File: config.mk
export PLATFORM = sky130hd
export DESIGN_NAME = prl_top
export DESIGN_NICKNAME = d
export VERILOG_FILES = /design/src/prl_pkg.sv /design/src/prl_unlock.sv /design/src/prl_map_regs.sv /design/src/prl_top.sv
export SDC_FILE = /design/constraint.sdc
export NUM_CORES = 1
export LEC_CHECK = 0
export BUFFER_PORTS_ARGS = -buffer_cell sky130_fd_sc_hd__buf_2
export CORE_AREA = 4 4 133 135
export CTS_BUF_LIST = sky130_fd_sc_hd__clkbuf_4 sky130_fd_sc_hd__clkbuf_8
export DETAILED_ROUTE_END_ITERATION = 8
export DIE_AREA = 0 0 137 139
export GPL_ROUTABILITY_DRIVEN = 0
export PLACE_DENSITY = 0.73
export SLEW_MARGIN = 20
export SYNTH_ARGS = -nofsm -noshare
export SYNTH_HDL_FRONTEND = slang
export SYNTH_HIERARCHICAL = 1
export SYNTH_SLANG_ARGS = --single-unit
export TNS_END_PERCENT = 1
File: constraint.sdc
create_clock -name clk_i -period 3.92 [get_ports clk_i]
set_clock_uncertainty 0.05 [all_clocks]
set_input_delay 0.392 -clock clk_i [delete_from_list [all_inputs] [get_ports clk_i]]
set_output_delay 0.392 -clock clk_i [all_outputs]
set_load 0.05 [all_outputs]
File: src/prl_pkg.sv
package prl_pkg;

	// ****************************************************
	// bus geometry
	// ****************************************************
	localparam int ADDR_W = 8;
	localparam int DATA_W = 16;
	localparam int MAP_N = 8;
	localparam int MAP_IN_N = 4;
	localparam int MAP_IDX_W = 3;
	localparam int IRQ_N = 4;

	// ****************************************************
	// register offsets (word index on the plain port)
	// ****************************************************
	localparam logic [7:0] OFS_OSC_CTRL = 8'h00;
	localparam logic [7:0] OFS_MAP_BASE = 8'h10;
	localparam logic [7:0] OFS_IRQ_STATUS = 8'h20;
	localparam logic [7:0] OFS_IRQ_MASK = 8'h21;

	// ****************************************************
	// oscillator control fields
	// ****************************************************
	localparam int BIT_SWITCH_REQ = 0;
	localparam int BIT_SEC_OSC_EN = 1;
	localparam int BIT_CLK_FAIL = 3;
	localparam int BIT_PIN_MAP_LOCK = 6;
	localparam int NEW_OSC_LSB = 8;
	localparam int CUR_OSC_LSB = 12;
	localparam int OSC_SEL_W = 3;

	// ****************************************************
	// unlock keys
	// ****************************************************
	localparam logic [7:0] KEY_FIRST = 8'h46;
	localparam logic [7:0] KEY_SECOND = 8'h57;

	// ****************************************************
	// reset values
	// ****************************************************
	localparam logic [2:0] CUR_OSC_RST = 3'h0;
	localparam logic [2:0] NEW_OSC_RST = 3'h0;
	localparam logic [15:0] MAP_IN_RST = 16'h1F1F;
	localparam logic [15:0] MAP_OUT_RST = 16'h0000;
	localparam logic [3:0] IRQ_MASK_RST = 4'h0;

	// ****************************************************
	// interrupt status bits
	// ****************************************************
	localparam int IRQ_CLK_FAIL = 0;
	localparam int IRQ_MISMATCH = 1;
	localparam int IRQ_KEY_ABORT = 2;
	localparam int IRQ_SWITCH_DONE = 3;

	typedef enum logic [1:0] {
		PRL_UL_IDLE = 2'h0,
		PRL_UL_KEY1 = 2'h1,
		PRL_UL_OPEN = 2'h3
	} prl_unlock_state_t;

endpackage

File: src/prl_unlock.sv
`timescale 1ns/100ps
module prl_unlock
	import prl_pkg::*;
(
	input wire logic clk_i,
	input wire logic rst_n_i,
	input wire logic sys_rst_n_i,
	input wire logic wr_i,
	input wire logic rd_i,
	input wire logic osc_sel_i,
	input wire logic [7:0] key_i,
	output logic open_o,
	output logic abort_o
);

	prl_unlock_state_t state;
	prl_unlock_state_t next_state;
	logic key1_hit;
	logic key2_hit;
	logic any_acc;

	assign key1_hit = wr_i && osc_sel_i && (key_i == KEY_FIRST);
	assign key2_hit = wr_i && osc_sel_i && (key_i == KEY_SECOND);
	assign any_acc = wr_i | rd_i;
	assign open_o = (state == PRL_UL_OPEN);
	// any stray access between the keys kills the sequence
	assign abort_o = (state == PRL_UL_KEY1) && any_acc && !key2_hit;

	always_comb begin
		next_state = state;
		case (state)
			PRL_UL_IDLE: begin
				if (key1_hit) begin
					next_state = PRL_UL_KEY1;
				end
			end
			PRL_UL_KEY1: begin
				if (key2_hit) begin
					next_state = PRL_UL_OPEN;
				end else if (any_acc) begin
					next_state = PRL_UL_IDLE;
				end
			end
			PRL_UL_OPEN: begin
				// window covers one access only
				if (any_acc) begin
					next_state = PRL_UL_IDLE;
				end
			end
			default: begin
				next_state = PRL_UL_IDLE;
			end
		endcase
	end

	always_ff @(posedge clk_i or negedge rst_n_i) begin
		if (!rst_n_i) begin
			state <= PRL_UL_IDLE;
		end else if (!sys_rst_n_i) begin
			state <= PRL_UL_IDLE;
		end else begin
			state <= next_state;
		end
	end

endmodule

File: src/prl_map_regs.sv
`timescale 1ns/100ps
module prl_map_regs
	import prl_pkg::*;
(
	input wire logic clk_i,
	input wire logic rst_n_i,
	input wire logic sys_rst_n_i,
	input wire logic wr_i,
	input wire logic [MAP_IDX_W-1:0] idx_i,
	input wire logic [DATA_W-1:0] wdata_i,
	output logic [MAP_N*DATA_W-1:0] map_o,
	output logic mismatch_o
);

	logic [DATA_W-1:0] map_q [MAP_N];
	logic [DATA_W-1:0] shadow_q [MAP_N];
	logic [MAP_N-1:0] differ;

	genvar i;
	generate
		for (i = 0; i < MAP_N; i++) begin : g_map
			localparam logic [DATA_W-1:0] RST_V =
				(i < MAP_IN_N) ? MAP_IN_RST : MAP_OUT_RST;
			logic hit;
			assign hit = wr_i && (idx_i == MAP_IDX_W'(i));
			// shadow is loaded only by a legal write
			always_ff @(posedge clk_i or negedge rst_n_i) begin
				if (!rst_n_i) begin
					map_q[i] <= RST_V;
					shadow_q[i] <= RST_V;
				end else if (!sys_rst_n_i) begin
					map_q[i] <= RST_V;
					shadow_q[i] <= RST_V;
				end else if (hit) begin
					map_q[i] <= wdata_i;
					shadow_q[i] <= wdata_i;
				end
			end
			assign differ[i] = (map_q[i] != shadow_q[i]);
			assign map_o[i*DATA_W +: DATA_W] = map_q[i];
		end
	endgenerate

	always_ff @(posedge clk_i or negedge rst_n_i) begin
		if (!rst_n_i) begin
			mismatch_o <= 1'h0;
		end else begin
			mismatch_o <= |differ;
		end
	end

endmodule

File: src/prl_top.sv
// Operation
// - locked mapping register writes are accepted silently but dropped.
// - pin map lock is bit 6 of oscillator control; one blocks map writes.
// - keys 0x46 then 0x57 on low byte, then one write changes lock.
// - lock stays cleared until set again; many map updates per unlock.
// - shadow copies compared constantly; difference raises mismatch reset.
// - single-session option set: once set, lock cannot be cleared until device reset.
// - single-session and locked: unlock has no effect until device reset; unlocked writes still change bits 0, 1, 3 and 10:8.
// - single-session option defaults set; programmed allows many sessions.
// - bit 3 is clock-fail flag, set by fail-safe monitor, software clears.
// - bit 1 enables secondary oscillator; bit 2 reads zero.
// - writing bit 0 requests switch to new source; cleared when complete.
// - oscillator control writes without unlock sequence are ignored.
// - oscillator control resets only on power-on reset; device reset clears lock bit 6.
`timescale 1ns/100ps
module prl_top
	import prl_pkg::*;
(
	input wire logic clk_i,
	input wire logic rst_n_i,
	input wire logic sys_rst_n_i,
	input wire logic [ADDR_W-1:0] addr_i,
	input wire logic [DATA_W-1:0] wdata_i,
	input wire logic wr_i,
	input wire logic rd_i,
	output logic [DATA_W-1:0] rdata_o,
	input wire logic single_session_option_i,
	input wire logic fail_safe_monitor_i,
	input wire logic osc_switch_done_i,
	output logic osc_switch_request_o,
	output logic [OSC_SEL_W-1:0] new_osc_select_o,
	output logic secondary_osc_enable_o,
	output logic pin_map_lock_o,
	output logic [MAP_N*DATA_W-1:0] map_regs_o,
	output logic config_mismatch_rst_o,
	output logic irq_o
);

	// ****************************************************
	// address decode
	// ****************************************************
	logic sel_osc;
	logic sel_map;
	logic sel_stat;
	logic sel_mask;
	logic wr_osc;
	logic ul_open;
	logic key_abort;
	logic osc_wr_open;
	logic map_wr;

	assign sel_osc = (addr_i == OFS_OSC_CTRL);
	assign sel_map = (addr_i[ADDR_W-1:MAP_IDX_W] ==
		OFS_MAP_BASE[ADDR_W-1:MAP_IDX_W]);
	assign sel_stat = (addr_i == OFS_IRQ_STATUS);
	assign sel_mask = (addr_i == OFS_IRQ_MASK);
	assign wr_osc = wr_i && sel_osc;
	// only the write right after the second key lands
	assign osc_wr_open = wr_osc && ul_open;

	// ****************************************************
	// unlock sequencer
	// ****************************************************
	prl_unlock u_unlock (
		.clk_i(clk_i),
		.rst_n_i(rst_n_i),
		.sys_rst_n_i(sys_rst_n_i),
		.wr_i(wr_i),
		.rd_i(rd_i),
		.osc_sel_i(sel_osc),
		.key_i(wdata_i[7:0]),
		.open_o(ul_open),
		.abort_o(key_abort)
	);

	// ****************************************************
	// single-session option capture
	// ****************************************************
	// a static strap: caught once after reset release, never re-read
	logic ss_taken;
	logic ss_opt;

	always_ff @(posedge clk_i or negedge rst_n_i) begin
		if (!rst_n_i) begin
			ss_taken <= 1'h0;
			ss_opt <= 1'h1; // unprogrammed default is set
		end else if (!ss_taken) begin
			ss_taken <= 1'h1;
			ss_opt <= single_session_option_i;
		end
	end

	// ****************************************************
	// pin map lock
	// ****************************************************
	logic lock_q;
	logic lock_once;
	logic lock_set_req;
	logic lock_clr_req;
	logic lock_clr_ok;

	assign lock_set_req = osc_wr_open && wdata_i[BIT_PIN_MAP_LOCK];
	assign lock_clr_req = osc_wr_open && !wdata_i[BIT_PIN_MAP_LOCK];
	// once set under single session, unlock cannot clear it
	assign lock_clr_ok = lock_clr_req && !(ss_opt && lock_once);

	// lock follows the device reset, unlike the rest of the register
	always_ff @(posedge clk_i or negedge rst_n_i) begin
		if (!rst_n_i) begin
			lock_q <= 1'h0;
			lock_once <= 1'h0;
		end else if (!sys_rst_n_i) begin
			lock_q <= 1'h0; // only a reset reopens single session
			lock_once <= 1'h0;
		end else begin
			if (lock_set_req) begin
				lock_q <= 1'h1;
				lock_once <= 1'h1;
			end else if (lock_clr_ok) begin
				lock_q <= 1'h0; // level holds until next write
			end
		end
	end

	// ****************************************************
	// mapping registers
	// ****************************************************
	// locked writes vanish with no error answer
	assign map_wr = wr_i && sel_map && !lock_q;

	logic mismatch;

	prl_map_regs u_map (
		.clk_i(clk_i),
		.rst_n_i(rst_n_i),
		.sys_rst_n_i(sys_rst_n_i),
		.wr_i(map_wr),
		.idx_i(addr_i[MAP_IDX_W-1:0]),
		.wdata_i(wdata_i),
		.map_o(map_regs_o),
		.mismatch_o(mismatch)
	);

	always_ff @(posedge clk_i or negedge rst_n_i) begin
		if (!rst_n_i) begin
			config_mismatch_rst_o <= 1'h0;
		end else begin
			config_mismatch_rst_o <= mismatch;
		end
	end

	// ****************************************************
	// fail-safe monitor input synchroniser
	// ****************************************************
	logic cf_s1;
	logic cf_s2;
	logic cf_s3;
	logic cf_lvl;
	logic cf_agree;
	logic cf_rise;

	// first stage may be metastable, so only stages two and three vote
	assign cf_agree = (cf_s2 == cf_s3);
	assign cf_rise = cf_agree && cf_s3 && !cf_lvl;

	always_ff @(posedge clk_i or negedge rst_n_i) begin
		if (!rst_n_i) begin
			cf_s1 <= 1'h0;
			cf_s2 <= 1'h0;
			cf_s3 <= 1'h0;
			cf_lvl <= 1'h0;
		end else begin
			cf_s1 <= fail_safe_monitor_i;
			cf_s2 <= cf_s1;
			cf_s3 <= cf_s2;
			if (cf_agree) begin
				cf_lvl <= cf_s3;
			end
		end
	end

	// ****************************************************
	// oscillator control register
	// ****************************************************
	// kept through device reset: only the power-on reset clears it
	logic clk_fail;
	logic sec_osc_en;
	logic switch_req;
	logic [OSC_SEL_W-1:0] new_osc;
	logic [OSC_SEL_W-1:0] cur_osc;
	logic switch_done;
	logic next_clk_fail;
	logic next_switch_req;

	assign switch_done = switch_req && osc_switch_done_i;
	// monitor event beats a software clear in the same cycle
	assign next_clk_fail = cf_rise ||
		(clk_fail && !(osc_wr_open && !wdata_i[BIT_CLK_FAIL]));
	// a new request written in the done cycle is kept
	assign next_switch_req = (osc_wr_open && wdata_i[BIT_SWITCH_REQ]) ||
		(switch_req && !osc_switch_done_i);

	always_ff @(posedge clk_i or negedge rst_n_i) begin
		if (!rst_n_i) begin
			clk_fail <= 1'h0;
			sec_osc_en <= 1'h0;
			switch_req <= 1'h0;
			new_osc <= NEW_OSC_RST;
			cur_osc <= CUR_OSC_RST;
		end else begin
			clk_fail <= next_clk_fail;
			switch_req <= next_switch_req;
			if (switch_done) begin
				cur_osc <= new_osc;
			end
			if (osc_wr_open) begin
				sec_osc_en <= wdata_i[BIT_SEC_OSC_EN];
				// source legality between PLL modes is software's
				new_osc <= wdata_i[NEW_OSC_LSB +: OSC_SEL_W];
			end
		end
	end

	always_ff @(posedge clk_i or negedge rst_n_i) begin
		if (!rst_n_i) begin
			osc_switch_request_o <= 1'h0;
			new_osc_select_o <= NEW_OSC_RST;
			secondary_osc_enable_o <= 1'h0;
			pin_map_lock_o <= 1'h0;
		end else begin
			osc_switch_request_o <= next_switch_req;
			new_osc_select_o <= osc_wr_open ?
				wdata_i[NEW_OSC_LSB +: OSC_SEL_W] : new_osc;
			secondary_osc_enable_o <= osc_wr_open ?
				wdata_i[BIT_SEC_OSC_EN] : sec_osc_en;
			pin_map_lock_o <= !sys_rst_n_i ? 1'h0 :
				(lock_set_req | (lock_q & !lock_clr_ok));
		end
	end

	// ****************************************************
	// interrupt status and mask
	// ****************************************************
	logic [IRQ_N-1:0] irq_stat;
	logic [IRQ_N-1:0] irq_mask;
	logic [IRQ_N-1:0] irq_evt;
	logic [IRQ_N-1:0] irq_clr;
	logic [IRQ_N-1:0] next_irq_stat;

	assign irq_evt[IRQ_CLK_FAIL] = cf_rise;
	assign irq_evt[IRQ_MISMATCH] = mismatch && !config_mismatch_rst_o;
	assign irq_evt[IRQ_KEY_ABORT] = key_abort;
	assign irq_evt[IRQ_SWITCH_DONE] = switch_done;
	assign irq_clr = (wr_i && sel_stat) ? wdata_i[IRQ_N-1:0] : '0;
	// set beats the write-one clear
	assign next_irq_stat = (irq_stat & ~irq_clr) | irq_evt;

	always_ff @(posedge clk_i or negedge rst_n_i) begin
		if (!rst_n_i) begin
			irq_stat <= '0;
			irq_mask <= IRQ_MASK_RST;
			irq_o <= 1'h0;
		end else begin
			irq_stat <= next_irq_stat;
			if (wr_i && sel_mask) begin
				irq_mask <= wdata_i[IRQ_N-1:0];
			end
			irq_o <= |(irq_stat & irq_mask);
		end
	end

	// ****************************************************
	// read path
	// ****************************************************
	logic [DATA_W-1:0] osc_rd;
	logic [DATA_W-1:0] map_rd;
	logic [DATA_W-1:0] rd_mux;

	// bit 2, bit 7 and the gaps read as zero
	assign osc_rd = {1'h0, cur_osc, 1'h0, new_osc, 1'h0, lock_q,
		2'h0, clk_fail, 1'h0, sec_osc_en, switch_req};
	// reads clear no status (only a write does) but do break the unlock sequence
	assign map_rd = map_regs_o[addr_i[MAP_IDX_W-1:0]*DATA_W +: DATA_W];
	assign rd_mux = sel_osc ? osc_rd :
		sel_map ? map_rd :
		sel_stat ? {{(DATA_W-IRQ_N){1'h0}}, irq_stat} :
		sel_mask ? {{(DATA_W-IRQ_N){1'h0}}, irq_mask} :
		'0;

	// data stands only in the cycle after the read strobe
	always_ff @(posedge clk_i or negedge rst_n_i) begin
		if (!rst_n_i) begin
			rdata_o <= '0;
		end else begin
			rdata_o <= rd_i ? rd_mux : '0;
		end
	end

endmodule

==> summary.txt, run 1 <==
Setup path
  – Critical Path Sink: u_map/shadow_q[118]
  – Slowest stage cell, crit path: or4b_1
  – Arrival time worst endpoint: 2.65 ns
  – Max FO, Critical Path: 13
  – Reg2reg start: lock_q
  – Reg-to-Reg End: u_map/shadow_q[118]
  – Req. time, crit path: 4.18 ns
  – CP delay by family, top: simple AND/OR/NAND/NOR gates
  – Worst Path Buf+Inv: 1
  – Critical path depth: 5
  – CP Class: input port to flop
  – Worst setup path start: addr_i[5]
  – Critical path endpoint category: flop
  – Crit path launch type: input port
  – R2R depth: 3
  – Crit-path cells: buf_2 -> nor4_1 -> and4b_1 -> or4b_1 -> mux2i_1
  – Critical path's largest stage delay: 0.90 ns
  – R2r setup slk: 1.66 ns

Floorplanning
  – Initial Util: 51.2%
  – Core box area: 16500 µm²
  – Ports: 184
  – Die ar.: 19000 µm²
  – Die X: 137 µm
  – # rows: 47
  – Die H: 139 µm

Timing
  – Final-report hold violation count: 0
  – Slew headroom: 34.0%
  – Minimum clock period: 2.38 ns
  – Unrepaired setup endpoints after global routing: false
  – Final WS setup: 1.54 ns
  – Worst slew pin tran: 0.990 ns
  – Count of final setup violators: 0
  – FMAX: 420 MHz
  – Fin Setup TNS: 0 ns
  – Final cycle utilization of the critical path: 60.8%
  – Max Slew Vio Count: 0

Yosys
  – Synth top area cells: dfrtp_1, mux2i_1, dfstp_2
  – Synth async-reset ratio: 100%
  – Syn_nets: 710
  – Seq cells post-synth: 174
  – Post-synth top cells: mux2i_1, dfrtp_1, nand2_1, nor2b_1, dfstp_2
  – Prevailing post-synth register cell: dfrtp_1
  – Top-area cell type share of the netlist area: 39.5%
  – Post-synth EDFFs: 0
  – Synth Area per Inst: 12.5 µm²
  – Yosys warns: 6
  – Most common cell in the netlist: mux2i_1
  – Yosys top cell by area: dfrtp_1
  – Synth unique cells: 52
  – Register area share after synthesis: 52.2%
  – Synthesized area: 8440 µm²
  – Cells after Synth: 677

Placed design
  – DP Area: 9490 µm²
  – Detailed Place HPWL: 16.5 mm
  – Pre-CTS WS: 1.07 ns
  – Number of port buffers: 183

Global routing
  – Vias in the first global route: 6423
  – Global-route met1 utilization: 33.0%
  – All-layer global routing usage: 25.0%
  – GR Overflow Total: 0
  – Pin count of the biggest net entering global routing: 96
  – Routing usage on met3: 5.22%
  – Initial antenna violation count: 0
  – Global-route wire length before repair: 36.3 mm
  – Busiest grt layer: met2
  – GR Util met2: 41.0%

Route
  – Pre-antenna DRT Iters: 5
  – Final WL: 23.6 mm
  – Drt drc: 0
  – Routed Antenna Nets: 0
  – DR vias: 6131
  – Vias/cell: 5.70
  – Wire per inst: 21.9 µm
  – First-iteration detailed-routing DRC count: 361

Min path
  – Hold crit path type: input port to flop

Cells and area
  – Multi-input logic area: 3740 µm²
  – Post-route cell area: 9960 µm²
  – # diodes: 0
  – Reg area: 4410 µm²
  – Area Growth Syn to Fin: 18.1%
  – Fill cell count: 1375
  – # nets final: 876
  – Share of cells above drive strength 1: 38.2%

Power
  – Total Power: 3.47 mW
  – PwrDens: 349 nW/µm²
  – Pleak: 5.21 nW
  – Maximum VDD drop: 0.000229 V

Outcome
  – Status: finished, final reports clean

CTS
  – H-tree levels: 4
  – Setup Buffers After CTS: 0
  – Sink Count: 174
  – Cts bufs inserted: 17
  – CTS tree: built
  – Longest Clk Path Bufs: 2
  – Worst-Skew Late Latency: 0.46 ns
  – Post-cts resize count: 0
  – Clk root buf: clkbuf_8
  – Worst-path clk slew: 0.08 ns

Job
  – MaxCap Viol Count: 0
-- routing by layer --
layer  share of wire, %  vias to the layer above
met3                6.2                       36
met4                2.1                        0
met2                 50                      224
met1                 42                     3145
li1                   -                     2726
met5                  0                        -
-- worst register-to-register path: stages, from the launching register on --
cell and delay (ns):
dfrtp_1 0.41, and4b_1 0.51, or4b_1 0.90, mux2i_1 0.24
-- worst min path at each step --
stage / start / endpoint / slack, ns / depth (start not counted)
floorplan: rst_n_i / cf_lvl / 0.05 / 0
global placement: cf_s1 / cf_s2 / 0.29 / 0
detailed placement: cf_s1 / cf_s2 / 0.30 / 0
CTS: osc_switch_done_i / osc_switch_request_o / 0.08 / 2
global route: osc_switch_done_i / osc_switch_request_o / 0.09 / 2
finish: osc_switch_done_i / osc_switch_request_o / 0.09 / 2
-- through the flow --
stage / instances / hold slack (ns) / util (%)
2_1_floorplan: 677 / 0.0464 / -
3_3_place_gp: 1042 / 0.294 / 57.6
3_5_place_dp: 1042 / 0.296 / 57.6
4_1_cts: 1076 / 0.0760 / 60.5
5_1_grt: 1076 / 0.0852 / 60.5
6_report: 1076 / 0.0933 / 60.5
-- kinds of logic after synthesis --
family	after synthesis	synth area share, %
buffers and inverters	55	3.71
AOI/OAI and AO/OA	28	2.67
adders and majority gates	1	0.148
muxes	185	26.7
other	2	0.0890
and+or+nand+nor	232	14.5
DFF	174	52.2
-- layout by cell type, fill, tap and decap left out, types with 6 or more instances in the layout --
cell type  instances
nand2_1          117
mux4_2            29
nand3_1           18
dfstp_2           41
buf_4             13
a221o_1            6
nor2b_1           52
and3_1             7
clkbuf_8          18
mux2i_1          139
mux2_2            16
buf_2            180
nor2_1             9
dfrtp_1          133
-- registers in the layout, summed over array words and instances (netlist names), 2 cells and up --
name / count
cur_osc: 3
irq_mask: 4
irq_stat: 4
new_osc_select_o: 3
rdata_o: 16
u_map/map_o: 16
u_map/shadow_q: 112
u_unlock/state: 2
-- power by group --
| group | internal, mW | leakage [nW] | total (mW) | switching (mW) |
|---|---|---|---|---|
| clock network | 0.784 | 0.233 | 1.42 | 0.636 |
| registers | 1.81 | 2.26 | 1.82 | 0.00818 |
| logic | 0.0742 | 2.71 | 0.237 | 0.162 |
-- layout make-up --
class                      instances  share of cell area (%)
inverter                           4                   0.151
sequential                       174                    44.2
multi-input combinational        448                    37.6
tap                              220                    2.76
clock buffer                      20                    2.64
clock inverter                    12                    1.92
timing repair buffer             198                    10.7
-- what timing repair did --
action,CTS,global route
hold buffers,2,0
setup endpoints to repair,0,0
endpoints found under the hold margin,10,0
Power figures use the tool's default switching activity.
==> run 2, diff against run 1 <==
==> constraint.sdc (replaced) <==
create_clock -name clk_i -period 2.45 [get_ports clk_i]
set_clock_uncertainty 0.05 [all_clocks]
set_input_delay 0.245 -clock clk_i [delete_from_list [all_inputs] [get_ports clk_i]]
set_output_delay 0.245 -clock clk_i [all_outputs]
set_load 0.05 [all_outputs]
==> summary.txt, run 2 (synthesis gave the netlist of run 1 again) <==
Outcome
  – Status: finished, final reports clean

Global routing
  – GR Util met2: 41.0%
  – Global-route met1 utilization: 34.6%
  – Routing usage on met3: 5.44%
  – Vias in the first global route: 6465
  – All-layer global routing usage: 25.5%
  – GR Overflow Total: 0
  – Pin count of the biggest net entering global routing: 63
  – Busiest grt layer: met2
  – Global-route wire length before repair: 37.0 mm
  – Initial antenna violation count: 0

Route
  – Vias/cell: 5.79
  – Final WL: 24.0 mm
  – Pre-antenna DRT Iters: 5
  – Wire per inst: 21.7 µm
  – Drt drc: 0
  – DR vias: 6389
  – Routed Antenna Nets: 0
  – First-iteration detailed-routing DRC count: 448

Setup path
  – Crit-path cells: and4b_1 -> buf_4 -> nor4bb_2 -> buf_4 -> mux2i_1
  – Worst Path Buf+Inv: 2
  – Req. time, crit path: 2.78 ns
  – Critical path's largest stage delay: 0.41 ns
  – Most common cell on crit path: buf_4
  – Arrival time worst endpoint: 2.17 ns
  – Slowest stage cell, crit path: dfrtp_1
  – Max FO, Critical Path: 10
  – CP Class: flop to flop
  – R2R depth: 5
  – Worst setup path start: lock_q
  – Critical path depth: 5
  – Crit path launch type: flop
  – Reg2reg start: lock_q
  – CP delay by family, top: simple AND/OR/NAND/NOR gates
  – Critical path endpoint category: flop

Power
  – PwrDens: 507 nW/µm²
  – Maximum VDD drop: 0.000301 V
  – Pleak: 5.29 nW

Timing
  – Final cycle utilization of the critical path: 75.0%
  – Final WS setup: 0.613 ns
  – FMAX: 544 MHz
  – Worst slew pin tran: 0.601 ns
  – Final-report hold violation count: 0
  – Final hold slack: 0.0350 ns
  – Count of final setup violators: 0
  – Fin Setup TNS: 0 ns
  – Minimum clock period: 1.84 ns
  – Slew headroom: 59.9%
  – Max Slew Vio Count: 0
  – Unrepaired setup endpoints after global routing: false

Placed design
  – Detailed Place HPWL: 17.1 mm
  – Pre-CTS WS: 0.198 ns
  – Number of port buffers: 183
  – DP Area: 9690 µm²

CTS
  – Setup Buffers After CTS: 0
  – Worst-path clk slew: 0.09 ns
  – H-tree levels: 4
  – Hold-fix buffers at CTS: 6
  – Longest Clk Path Bufs: 2
  – CTS tree: built
  – Sink Count: 174
  – Clk root buf: clkbuf_8
  – Worst-Skew Late Latency: 0.46 ns
  – Post-cts resize count: 0
  – Cts bufs inserted: 17

Cells and area
  – Post-route cell area: 10100 µm²
  – # diodes: 0
  – Fill cell count: 1341
  – Reg area: 4410 µm²
  – Most common cell after layout, fill and taps aside: buf_2
  – Max reg flops: 112
  – Area Growth Syn to Fin: 19.6%
  – # nets final: 903
  – Biggest register: u_map/shadow_q
  – Share of cells above drive strength 1: 39.6%
  – Commonest cells after routing, fill and taps aside: buf_2, mux2i_1, dfrtp_1
  – Multi-input logic area: 3740 µm²

Floorplanning
  – # rows: 47
  – Core box area: 16500 µm²
  – Ports: 184
  – Die X: 137 µm
  – Initial Util: 51.2%
  – Die ar.: 19000 µm²
  – Die H: 139 µm

Min path
  – Hold crit path type: input port to flop
  – Hold Path Cell Cnt: 2
  – Hold Startpoint: wdata_i[10]

Job
  – MaxCap Viol Count: 0
## run 2: cell count changes in the layout (fill, tap and decap cells not counted)
| cell | delta |
|---|---|
| buf_4 | +21 |
| clkinv_2 | -1 |
| buf_12 | +2 |
| clkbuf_4 | +5 |
| clkinvlp_4 | +1 |
| dlygate4sd3_1 | +4 |
| bufinv_16 | -5 |
## run 2: where the power goes
group          internal (mW)  switching [mW]  total, mW
clock                  0.801            1.01       1.81
combinational          0.136           0.265      0.401
sequential              2.89          0.0126       2.91
total                   3.83            1.29       5.12
## run 2: per-stage QoR
stage	utilization, %	instances	power [mW]
after global placement	58.8	1065	3.34
after CTS	61.3	1103	5.16
after detailed placement	58.8	1065	3.36
final	61.3	1103	5.12
after global routing	61.3	1103	5.30
after floorplan	-	677	3.17
## run 2: worst paths after layout
kind | end | slack [ns]
worst max-delay path | u_map/shadow_q[84] | 0.61
worst min-delay path | new_osc_select_o[2] | 0.03
worst max register to register | u_map/shadow_q[84] | 0.61
worst min register to register | cf_s2 | 0.31
max in group asynchronous | u_map/shadow_q[75] | 1.39
min in group asynchronous | u_map/shadow_q[20] | 0.22
## run 2: worst reg2reg max path, stage by stage (launching register included)
cell and delay [ns]:
dfrtp_1 0.41, and4b_1 0.28, buf_4 0.18, nor4bb_2 0.40, buf_4 0.23, mux2i_1 0.22
## run 2: layer usage
layer / wire, µm / vias up / share of wire [%]
li1: - / 2779 / -
met5: 0 / - / 0
met4: 599 / 0 / 2.5
met2: 11800 / 318 / 49
met1: 9810 / 3243 / 41
met3: 1790 / 49 / 7.5
## run 2: final cells by class
type | instances | share of cell area [%]
repair buffers | 225 | 13.0
multi-input cells | 448 | 37.1
flip-flops and latches | 174 | 43.7
well taps | 220 | 2.73
inverters | 4 | 0.149
clock buffers | 25 | 2.98
clock inverters | 7 | 0.434
